**src/hdl/sadc_map.vh**
```
// Constants for the converter control block: register indices, fields, resets, timing.
// Assumes inclusion by the two design files and the checker.
`ifndef SADC_MAP_VH
`define SADC_MAP_VH
// Register indices; byte address is four times the index
`define SADC_IDX_CTRL_ONE 8'h0E
`define SADC_IDX_CTRL_TWO 8'h0F
`define SADC_IDX_RES_HIGH 8'h20
`define SADC_IDX_RES_LOW 8'h21
`define SADC_ADDR_W 10
// Control one fields
`define SADC_C1_START 7
`define SADC_C1_MODE_HI 6
`define SADC_C1_MODE_LO 5
`define SADC_C1_AIN_DIS 4
`define SADC_C1_CH_HI 3
`define SADC_C1_CH_LO 0
`define SADC_C1_RESET 8'h10
// Control two fields
`define SADC_C2_LADDER 5
`define SADC_C2_FIXED_ONE 4
`define SADC_C2_TIME_HI 3
`define SADC_C2_TIME_LO 1
`define SADC_C2_RESET 8'h10
// Result low/status fields
`define SADC_R2_END 5
`define SADC_R2_BUSY 4
// Mode codes
`define SADC_MODE_OFF 2'h0
`define SADC_MODE_SOFT 2'h1
`define SADC_MODE_REPEAT 2'h3
// Channel codes
`define SADC_CH_LAST 4'h5
// Conversion time codes and lengths in oscillator cycles
`define SADC_TIME_78 3'h2
`define SADC_TIME_156 3'h3
`define SADC_TIME_312 3'h4
`define SADC_TIME_624 3'h5
`define SADC_TIME_1248 3'h6
`define SADC_CYC_78 11'h04E
`define SADC_CYC_156 11'h09C
`define SADC_CYC_312 11'h138
`define SADC_CYC_624 11'h270
`define SADC_CYC_1248 11'h4E0
`define SADC_CNT_W 11
`define SADC_RES_W 10
`endif

```
**src/hdl/sadc_ctrl.v**
```verilog
// Converter control top: APB register file, mode sequencing, stop-mode handling.
// Assumes clock is the high-frequency oscillator; stop_mode and cmp_high are async pins.
//
// Decided for this implementation: the APB slave port.
`timescale 1ns/1ps
`include "sadc_map.vh"
module sadc_ctrl (
  // Clock and reset
  input wire clock,
  input wire resetn,
  // APB slave
  input wire psel,
  input wire penable,
  input wire pwrite,
  input wire [`SADC_ADDR_W-1:0] paddr,
  input wire [31:0] pwdata,
  output reg [31:0] prdata,
  output reg pready,
  output reg pslverr,
  // System
  input wire stop_mode,
  // Analog front end
  input wire cmp_high,
  output reg [3:0] channel_select,
  output reg analog_input_disable,
  output reg sample_ff,
  output reg ladder_on_ff,
  output reg [`SADC_RES_W-1:0] dac_code_ff,
  // Event
  output reg conv_done_irq
);
  reg [7:0] ctrl_one_ff;
  reg [7:0] ctrl_two_ff;
  reg [7:0] res_high_ff;
  reg [1:0] res_low_ff;
  reg end_ff;
  reg [1:0] stop_sync_ff;
  reg [1:0] cmp_sync_ff;
  reg [`SADC_CNT_W-1:0] length_ff;
  reg start_ff;
  reg abort_ff;
  reg [7:0] nxt_rdata;
  wire stop_s;
  wire cmp_s;
  wire sar_busy;
  wire sar_done;
  wire [`SADC_RES_W-1:0] sar_trial;
  wire [`SADC_RES_W-1:0] sar_result;
  wire setup;
  wire wr_en;
  wire rd_en;
  wire [7:0] idx;
  wire [1:0] mode;
  wire mapped;
  wire wr_one;
  wire start_req;
  wire repeat_go;

  ////////////////////////////////////////////////////////////////////////////
  // Time code to cycle count
  function [`SADC_CNT_W-1:0] sadc_cycles;
    input [2:0] code;
    begin
      case (code)
        `SADC_TIME_78: sadc_cycles = `SADC_CYC_78;
        `SADC_TIME_156: sadc_cycles = `SADC_CYC_156;
        `SADC_TIME_312: sadc_cycles = `SADC_CYC_312;
        `SADC_TIME_624: sadc_cycles = `SADC_CYC_624;
        `SADC_TIME_1248: sadc_cycles = `SADC_CYC_1248;
        default: sadc_cycles = `SADC_CYC_1248;
      endcase
    end
  endfunction

  // Index decode, used by read and write paths
  function sadc_hit;
    input [7:0] a;
    input [7:0] want;
    begin
      sadc_hit = (a == want);
    end
  endfunction

  ////////////////////////////////////////////////////////////////////////////
  // Synchronisers
  always @(posedge clock or negedge resetn) begin
    if (!resetn) begin
      stop_sync_ff <= 2'h0;
      cmp_sync_ff <= 2'h0;
    end else begin
      stop_sync_ff <= {stop_sync_ff[0], stop_mode};
      cmp_sync_ff <= {cmp_sync_ff[0], cmp_high};
    end
  end
  assign stop_s = stop_sync_ff[1];
  assign cmp_s = cmp_sync_ff[1];

  ////////////////////////////////////////////////////////////////////////////
  // Bus decode
  assign setup = psel && !penable;
  assign wr_en = psel && penable && pready && pwrite;
  assign rd_en = psel && penable && pready && !pwrite;
  assign idx = paddr[9:2];
  assign mapped = (paddr[1:0] == 2'h0) && (sadc_hit(idx, `SADC_IDX_CTRL_ONE) ||
    sadc_hit(idx, `SADC_IDX_CTRL_TWO) || sadc_hit(idx, `SADC_IDX_RES_HIGH) ||
    sadc_hit(idx, `SADC_IDX_RES_LOW));
  assign mode = ctrl_one_ff[`SADC_C1_MODE_HI:`SADC_C1_MODE_LO];
  assign wr_one = wr_en && !stop_s && sadc_hit(idx, `SADC_IDX_CTRL_ONE);
  // A start needs a running mode; mode 10 is reserved and never starts
  assign start_req = wr_one && pwdata[`SADC_C1_START] &&
    ((pwdata[6:5] == `SADC_MODE_SOFT) || (pwdata[6:5] == `SADC_MODE_REPEAT));
  assign repeat_go = sar_done && (mode == `SADC_MODE_REPEAT) && !stop_s;

  ////////////////////////////////////////////////////////////////////////////
  // APB answer: no wait states, ready registered
  always @(posedge clock or negedge resetn) begin
    if (!resetn) begin
      pready <= 1'b0;
      pslverr <= 1'b0;
      prdata <= 32'h00000000;
    end else begin
      pready <= setup;
      pslverr <= setup && !mapped;
      if (setup) begin
        prdata <= {24'h000000, nxt_rdata};
      end
    end
  end

  always @* begin
    nxt_rdata = 8'h00;
    if (sadc_hit(idx, `SADC_IDX_CTRL_ONE)) begin
      nxt_rdata = ctrl_one_ff;
    end else if (sadc_hit(idx, `SADC_IDX_CTRL_TWO)) begin
      nxt_rdata = {2'h0, ctrl_two_ff[5:0]};
    end else if (sadc_hit(idx, `SADC_IDX_RES_HIGH)) begin
      nxt_rdata = res_high_ff;
    end else if (sadc_hit(idx, `SADC_IDX_RES_LOW)) begin
      nxt_rdata = {res_low_ff, end_ff, sar_busy, 4'h0};
    end
  end

  ////////////////////////////////////////////////////////////////////////////
  // Control registers
  always @(posedge clock or negedge resetn) begin
    if (!resetn) begin
      ctrl_one_ff <= `SADC_C1_RESET;
      ctrl_two_ff <= `SADC_C2_RESET;
    end else if (stop_s) begin
      ctrl_one_ff <= `SADC_C1_RESET;
      ctrl_two_ff <= `SADC_C2_RESET;
    end else begin
      if (wr_one) begin
        // Start bit is never stored, so it reads back as zero
        ctrl_one_ff <= {1'b0, pwdata[6:0]};
      end
      if (wr_en && sadc_hit(idx, `SADC_IDX_CTRL_TWO)) begin
        ctrl_two_ff <= pwdata[7:0];
      end
    end
  end

  ////////////////////////////////////////////////////////////////////////////
  // Sequencing toward the approximation engine
  always @(posedge clock or negedge resetn) begin
    if (!resetn) begin
      start_ff <= 1'b0;
      abort_ff <= 1'b0;
      length_ff <= `SADC_CYC_1248;
    end else begin
      start_ff <= (start_req || repeat_go) && !stop_s;
      // Mode off or stop mode cancels a conversion in flight
      abort_ff <= stop_s || (wr_one && pwdata[6:5] == `SADC_MODE_OFF);
      if (start_req || repeat_go) begin
        length_ff <= sadc_cycles(ctrl_two_ff[`SADC_C2_TIME_HI:`SADC_C2_TIME_LO]);
      end
    end
  end

  sadc_sar u_sar (
    .clock(clock),
    .resetn(resetn),
    .start(start_ff),
    .abort(abort_ff),
    .length(length_ff),
    .cmp_high(cmp_s),
    .busy_ff(sar_busy),
    .done_ff(sar_done),
    .trial_ff(sar_trial),
    .result_ff(sar_result)
  );

  ////////////////////////////////////////////////////////////////////////////
  // Results and end flag
  always @(posedge clock or negedge resetn) begin
    if (!resetn) begin
      res_high_ff <= 8'h00;
      res_low_ff <= 2'h0;
      end_ff <= 1'b0;
      conv_done_irq <= 1'b0;
    end else begin
      conv_done_irq <= sar_done && !abort_ff;
      if (stop_s) begin
        res_high_ff <= 8'h00;
        res_low_ff <= 2'h0;
        end_ff <= 1'b0;
      end else if (sar_done && !abort_ff) begin
        res_high_ff <= sar_result[9:2];
        res_low_ff <= sar_result[1:0];
        end_ff <= 1'b1;
      end else if (start_ff) begin
        end_ff <= 1'b0;
      end else if (rd_en && sadc_hit(idx, `SADC_IDX_RES_HIGH)) begin
        end_ff <= 1'b0;
      end
    end
  end

  ////////////////////////////////////////////////////////////////////////////
  // Analog front-end controls
  always @(posedge clock or negedge resetn) begin
    if (!resetn) begin
      channel_select <= 4'h0;
      analog_input_disable <= 1'b1;
      sample_ff <= 1'b0;
      ladder_on_ff <= 1'b0;
      dac_code_ff <= {`SADC_RES_W{1'b0}};
    end else begin
      // Reserved channel codes park on the last input
      channel_select <= (ctrl_one_ff[`SADC_C1_CH_HI:`SADC_C1_CH_LO] > `SADC_CH_LAST) ?
        `SADC_CH_LAST : ctrl_one_ff[`SADC_C1_CH_HI:`SADC_C1_CH_LO];
      analog_input_disable <= ctrl_one_ff[`SADC_C1_AIN_DIS];
      sample_ff <= start_ff;
      ladder_on_ff <= !stop_s && (ctrl_two_ff[`SADC_C2_LADDER] || sar_busy);
      dac_code_ff <= sar_trial;
    end
  end
endmodule // sadc_ctrl

```
**src/hdl/sadc_sar.v**
```verilog
// Successive approximation sequencer: ten trial bits spread over the conversion time.
// Assumes the analog comparator result is already synchronised to clock.
`timescale 1ns/1ps
`include "sadc_map.vh"
module sadc_sar (
  // Clock and reset
  input wire clock,
  input wire resetn,
  // Control
  input wire start,
  input wire abort,
  input wire [`SADC_CNT_W-1:0] length,
  // Comparator
  input wire cmp_high,
  // Status and result
  output reg busy_ff,
  output reg done_ff,
  output reg [`SADC_RES_W-1:0] trial_ff,
  output reg [`SADC_RES_W-1:0] result_ff
);
  reg [`SADC_CNT_W-1:0] cnt_ff;
  reg [`SADC_RES_W-1:0] bit_ff;
  wire [`SADC_CNT_W-1:0] step;
  wire [`SADC_CNT_W-1:0] elapsed;
  wire step_tick;
  ////////////////////////////////////////////////////////////////////////////
  // Ten trials spaced from the start, so the first waits out the comparator path
  assign step = length / `SADC_CNT_W'd10;
  assign elapsed = length - `SADC_CNT_W'd1 - cnt_ff;
  assign step_tick = (elapsed != {`SADC_CNT_W{1'b0}}) &&
    (elapsed % step == {`SADC_CNT_W{1'b0}});
  always @(posedge clock or negedge resetn) begin
    if (!resetn) begin
      busy_ff <= 1'b0;
      done_ff <= 1'b0;
      cnt_ff <= {`SADC_CNT_W{1'b0}};
      bit_ff <= {`SADC_RES_W{1'b0}};
      trial_ff <= {`SADC_RES_W{1'b0}};
      result_ff <= {`SADC_RES_W{1'b0}};
    end else begin
      done_ff <= 1'b0;
      if (abort) begin
        busy_ff <= 1'b0;
        cnt_ff <= {`SADC_CNT_W{1'b0}};
      end else if (start) begin
        busy_ff <= 1'b1;
        cnt_ff <= length - `SADC_CNT_W'd1;
        bit_ff <= {1'b1, {(`SADC_RES_W-1){1'b0}}};
        trial_ff <= {1'b1, {(`SADC_RES_W-1){1'b0}}};
      end else if (busy_ff) begin
        if (cnt_ff == {`SADC_CNT_W{1'b0}}) begin
          busy_ff <= 1'b0;
          done_ff <= 1'b1;
          result_ff <= trial_ff;
        end else begin
          cnt_ff <= cnt_ff - `SADC_CNT_W'd1;
          if (step_tick && bit_ff != {`SADC_RES_W{1'b0}}) begin
            trial_ff <= (cmp_high ? trial_ff : (trial_ff & ~bit_ff)) | (bit_ff >> 1);
            bit_ff <= bit_ff >> 1;
          end
        end
      end
    end
  end
endmodule // sadc_sar

```
**config.mk**
```make
export PLATFORM = sky130hd
export DESIGN_NAME = sadc_ctrl
export DESIGN_NICKNAME = d
export VERILOG_FILES = /design/src/hdl/sadc_ctrl.v /design/src/hdl/sadc_sar.v
export VERILOG_INCLUDE_DIRS = /design/src /design/src/hdl
export SDC_FILE = /design/constraint.sdc
export NUM_CORES = 1
export LEC_CHECK = 0
export BUFFER_PORTS_ARGS = -buffer_cell sky130_fd_sc_hd__buf_2
export CAP_MARGIN = 20
export CORE_ASPECT_RATIO = 0.7
export CORE_MARGIN = 10
export CORE_UTILIZATION = 66
export DETAILED_ROUTE_END_ITERATION = 7
export PLACE_DENSITY_LB_ADDON = 0.12
export SLEW_MARGIN = 20
export SYNTH_ARGS = -nofsm -noshare
export SYNTH_HDL_FRONTEND = slang
export SYNTH_SLANG_ARGS = --single-unit
```
**constraint.sdc**
```tcl
create_clock -name clock -period 30.9 [get_ports clock]
set_input_delay 6.18 -clock clock [delete_from_list [all_inputs] [get_ports clock]]
set_output_delay 6.18 -clock clock [all_outputs]
set_load 0.05 [all_outputs]
```
# Word-level counts from Yosys, hierarchy flattened
# Index checks and enable logic that the tools add are counted.
# Widths: inputs -> output; s select.
[op_classes]
addsub = 3
multipliers = 0
div_mod_pow = 2
order_cmp = 1
n_eq_ne = 13
shifts = 0
muxes = 39
n_bitwise = 5
reduce_logical = 49
[op_table]
columns = ["cell", "n"]
rows = [
  ["$mux 10", 9],
  ["$mux 8", 8],
  ["$mux 11", 4],
  ["$pmux 11 s4", 1],
  ["$logic_not 11->1", 2],
  ["$sub 11x1->11 const B", 2],
  ["$logic_and 1x1->1", 21],
  ["$eq 8x4->1 const B", 2],
  ["$eq 8x6->1 const B", 2],
  ["$mux 1", 12],
  ["$mux 6", 2],
  ["$div 11x4->11 const B", 1],
  ["$mod 11x11->11", 1],
  ["$reduce_bool 11->1", 1],
  ["$sub 11x11->11", 1],
  ["$and 10x10->10", 1],
  ["$not 10->10", 1],
  ["$or 10x9->10", 1],
  ["$reduce_bool 10->1", 1],
  ["$reduce_bool 2->1", 5],
  ["$reduce_and 4->1", 2],
  ["$logic_or 1x1->1", 7],
  ["$eq 3x2->1 const B", 2],
  ["$eq 3x3->1 const B", 2],
  ["other kinds (13)", 21],
]
[totals]
reg_bits = 113
latch_bits = 0
ramBits = 0
romBits = 0
in_bits = 49
output_inout_bits = 52
word_cells = 137
memories = 0

# Logic depth before layout (Yosys ltp)
[logic_depth]
ltp_word = 10
depth_mapped = 113
mapped_depth_nobuf = 107

# By module
# Synthesis repeated with hierarchy kept, for this count alone.
[unflattened]
cells_unflattened = 1174
hier_area_um2 = 10023.4
[modules_own_cells]
columns = ["module", "n_inst", "cells_per_inst", "area_each_um2", "seq_area_each_um2"]
rows = [
  ["sadc_sar", 1, 917, 7073.0, 1076.0],
  ["sadc_ctrl", 1, 257, 2950.3, 1710.4],
]

# Least setup slack after synthesis
# OpenSTA, ideal clock, no wires.
[synth_path]
kind = "reg-to-reg"
from = "register length_ff[6]"
to = "register u_sar.trial_ff[3]"
setup_time_ns = 0.132
arrival_time_ns = 21.051
required_ns = 30.768
slack_ns = 9.717
path_stages_with_launch = 105
n_path_buf = 5
synth_period_minus_slack_ns = 21.183
cell_sequence = "dfstp_2 > buf_6 > inv_2 > nor4b_2 > o21ai_1 > a31oi_2 > nor2_1 > nor2_1 > o21ai_0 > a21oi_1 > xnor2_1 > nor3b_1 > a21oi_1 > o221ai_1 > a32oi_1 > inv_1 > ha_1 > nand2_1 > [69 not listed] > a21oi_2 > clkbuf_1 > mux2i_1 > ha_1 > nor2b_1 > o21ai_0 > nand2b_1 > a21o_1 > nand2_1 > a21boi_0 > o21ai_0 > a21boi_0 > or4_1 > a2111oi_4 > a41oi_2 > buf_6 > nor4_1 > o22ai_1"
[synth_via]
elab_chain_cells = 8
word_cells_on_any_way = 10
cone_classes = "2 x add/sub; 2 x div; 6 x reduce/logical"
[synth_lines]
columns = ["item", "line", "source"]
rows = [
  ["start, declared", "sadc_ctrl.v:39", "reg [`SADC_CNT_W-1:0] length_ff;"],
  ["start signal, assigned", "sadc_ctrl.v:169", "length_ff <= `SADC_CYC_1248;"],
  ["start signal, assigned", "sadc_ctrl.v:175", "length_ff <= sadc_cycles(ctrl_two_ff[`SADC_C2_TIME_HI:`SADC_C2_TIME_LO]);"],
  ["branches (longest 4 deep; another with $div 11x4->11)", "n/a", ""],
  ["$logic_and 1x1->1 (*)", "sadc_sar.v:30", "assign step_tick = (elapsed != {`SADC_CNT_W{1'b0}}) &&"],
  ["$logic_and 1x1->1 (*)", "sadc_sar.v:57", "if (step_tick && bit_ff != {`SADC_RES_W{1'b0}}) begin"],
  ["$reduce_bool 2->1 (no source line) (*)", "n/a", ""],
  ["$reduce_and 4->1 (no source line) (*)", "n/a", ""],
  ["end signal, assigned", "sadc_sar.v:38", "trial_ff <= {`SADC_RES_W{1'b0}};"],
  ["end signal, assigned", "sadc_sar.v:49", "trial_ff <= {1'b1, {(`SADC_RES_W-1){1'b0}}};"],
  ["end signal, assigned", "sadc_sar.v:58", "trial_ff <= (cmp_high ? trial_ff : (trial_ff & ~bit_ff)) | (bit_ff >> 1);"],
  ["end, declared", "sadc_sar.v:18", "output reg [`SADC_RES_W-1:0] trial_ff,"],
]
# Every way passes the cells marked *.
# A chain may end at the register's enable or synchronous reset.

# Worst setup path after layout
[layout_path]
from = "register length_ff[6]"
to = "register u_sar.trial_ff[7]"
# The elaborated chain is that of the path after synthesis.

==> results.cfg <==
[run_status]
status = complete, no violations

[die]
core_area_um2 = 14580
rows = 37
start_util = 0.6666
ioPinCount = 101
dieArea_um2 = 20060
die_w_um = 165.1
fp.dieH_um = 121.5

[timing]
finClkSkew_ps = 9.431
finalSetupViolCount = 0
hold_violations = 0
tns_ps = 0
relSlewSlack = 0.2056
rsz0062_at_grt = no
finalMaxSlewViolations = 0
period_needed_ps = 25290
max_freq_ghz = 0.03955
period_share = 0.8183
worst_pin_slew_ps = 1192

[run]
maxCapViolCount = 0

[yosys]
synth-edff-count = 0
synth_cell_type_count = 105
syn_inst = 1168
synth_async_sr_flop_share = 1.000
syn_area_um2 = 9721
synth-seq-cells = 111
syn_area_per_cell_um2 = 8.322
ys.flop_type = dfrtp_1
yosys_warnings = 0
ys_seq_area_frac = 0.2867

[routing]
drt-initial-drc-count = 803
viasPerCell = 6.124
first_pass_iters = 5
wl_per_cell_um = 16.84
wl_um = 23300
antenna_left = 0
via_count = 8475
drc = 0

[global_routing]
grt_overflow = 0
grt_max_degree = 79
grt_pass1_vias = 7668
grt_usage = 0.2293
grt_pass1_wl_um = 38130
antenna_found_initial = 0

[worst_hold_path]
worstHoldStart = cmp_sync_ff[0]
worst_hold_path_type = reg2reg

[finish]
diodes = 0
area_delta_synth_final_pct = 4.942
mostFrequentLayoutCells = 155 x nand2_1, 104 x dfrtp_1, 92 x nor2_1
nets = 1311
final_common_cell = nand2_1
drive_gt1_frac = 0.1312

[worst_setup_path]
arrival_ps = 25510
r2r_start = length_ff[6]
r2r_setup_slack_ps = 5610
crit_path_max_fanout = 18
cp-end-kind = flip-flop
cp.required_ps = 31130
cp-start-kind = flip-flop
cp_common_cell = ha_1
crit_start = length_ff[6]
cp_slowest_cell = dfstp_2
max_stage_delay_ps = 780
worstSetupPathType = reg2reg

[pwr]
peakVddDrop_v = 0.00002792
fin_total_pwr_mw = 0.3076
power.density_nw_per_um2 = 30.16
cellLeakagePower_nw = 4.695

[clock_tree]
clock-sinks = 111
clockBufferDepth = 2
cts_hold_buf = 0
clock_latency_ps = 350
htree_levels = 3
cts_root_buf = clkbuf_16
cts.repair.resized = 0
numCtsBuffers = 9
cts.reportedPaths.clkPinSlew_ps = 70
post-cts-setup-buffers = 0
cts_tree = yes

[placement]
gp_congestion = 0.9085
hpwlAfterDp_um = 17580
numPortBuffers = 52
[routing by layer]
metal / track usage / up-vias / wire, µm
met5: 0 / - / 0
met4: 0.03974 / 0 / 209
met3: 0.05460 / 22 / 1929
met2: 0.3314 / 272 / 9741
met1: 0.3440 / 3994 / 11420
li1: - / 4187 / -
[cells in the mapped netlist (all sizes together), types with 5 or more instances]
master / n / area, µm²
xnor2: 31 / 271.5
o21ai: 74 / 385.4
o22ai: 11 / 68.82
nand4: 7 / 43.79
and3: 5 / 31.28
a22oi: 10 / 75.07
nor3b: 8 / 60.06
a221o: 5 / 50.05
or3: 13 / 81.33
nor3: 35 / 185.2
xor2: 22 / 200.2
a21boi: 6 / 45.05
dfstp: 7 / 183.9
dfrtp: 104 / 2603
mux2: 23 / 274.0
o211ai: 23 / 197.7
a211oi: 9 / 67.56
nand2: 155 / 581.8
nor2: 92 / 345.3
a21oi: 66 / 341.6
a21o: 20 / 151.4
nor2b: 22 / 137.6
o21a: 21 / 158.9
inv: 60 / 225.2
or2: 7 / 46.30
clkbuf: 30 / 113.9
buf: 47 / 354.1
and2: 10 / 62.56
a31oi: 15 / 100.1
a211o: 6 / 52.55
nand3: 23 / 127.6
mux2i: 12 / 132.6
nand2b: 25 / 156.4
o31ai: 7 / 57.55
or4: 6 / 48.80
ha: 76 / 950.9
nor4: 11 / 75.07
[cell type report]
type	count	area [µm²]
clock buffer	12	266.5
clock inverter	3	26.28
fill	1179	4382
inverter	60	225.2
multi-input combinational	944	6337
sequential	111	2786
tap	195	244.0
timing repair buffer	59	315.3
[critical path: cells and delay by family, from the launching register on]
| kind | cells | cell delay [ps] |
|---|---|---|
| AOI/OAI and AO/OA | 53 | 12830 |
| muxes | 6 | 1770 |
| and+or+nand+nor | 23 | 4970 |
| buffers and inverters | 5 | 1140 |
| adders and majority gates | 11 | 3460 |
| DFF | 1 | 780 |
| xor gates and xnor gates | 1 | 160 |
[sequential cells by signal (all words and copies together), names as in the netlist, 7 cells and up]
signal	cells
u_sar.cnt_ff	11
u_sar.bit_ff	10
u_sar.result_ff	10
res_high_ff	8
u_sar.trial_ff	10
prdata	8
dac_code_ff	10
ctrl_one_ff	7
length_ff	10
[worst paths after layout]
check | end | cells past startpoint
max in group asynchronous | u_sar.result_ff[7] | 2
min in group asynchronous | u_sar.trial_ff[4] | 1
hold / removal | cmp_sync_ff[1] | 0
hold reg to reg | cmp_sync_ff[1] | 0
setup / recovery | u_sar.trial_ff[7] | 99
setup reg to reg | u_sar.trial_ff[7] | 99
[metrics by stage]
step	hold slack (ps)	setup WS (ps)	utilization	area (µm²)	instances
final	352.3	5614	0.6995	10200	1384
after global routing	357.2	3477	0.6995	10200	1384
after CTS	353.7	5996	0.6995	10200	1384
after detailed placement	334.7	6079	0.6795	9908	1369
after global placement	333.0	6517	0.6795	9908	1369
after floorplan	331.2	9717	-	9811	1192
[report_power, final]
group          internal, mW  total [mW]  switching, mW
Sequential            0.146       0.147       0.000974
Clock                0.0615       0.114         0.0521
Combinational        0.0172      0.0472         0.0300
[cell families after synthesis]
kind of cell               share of synthesized area
other                                      0.0003858
muxes                                        0.04183
adders and majority gates                    0.09988
AOI/OAI and AO/OA                             0.2258
and+or+nand+nor                               0.2256
buffers and inverters                        0.07131
DFF                                           0.2867
xor gates and xnor gates                     0.04853
Note: power is estimated with default switching activity, not from simulation.
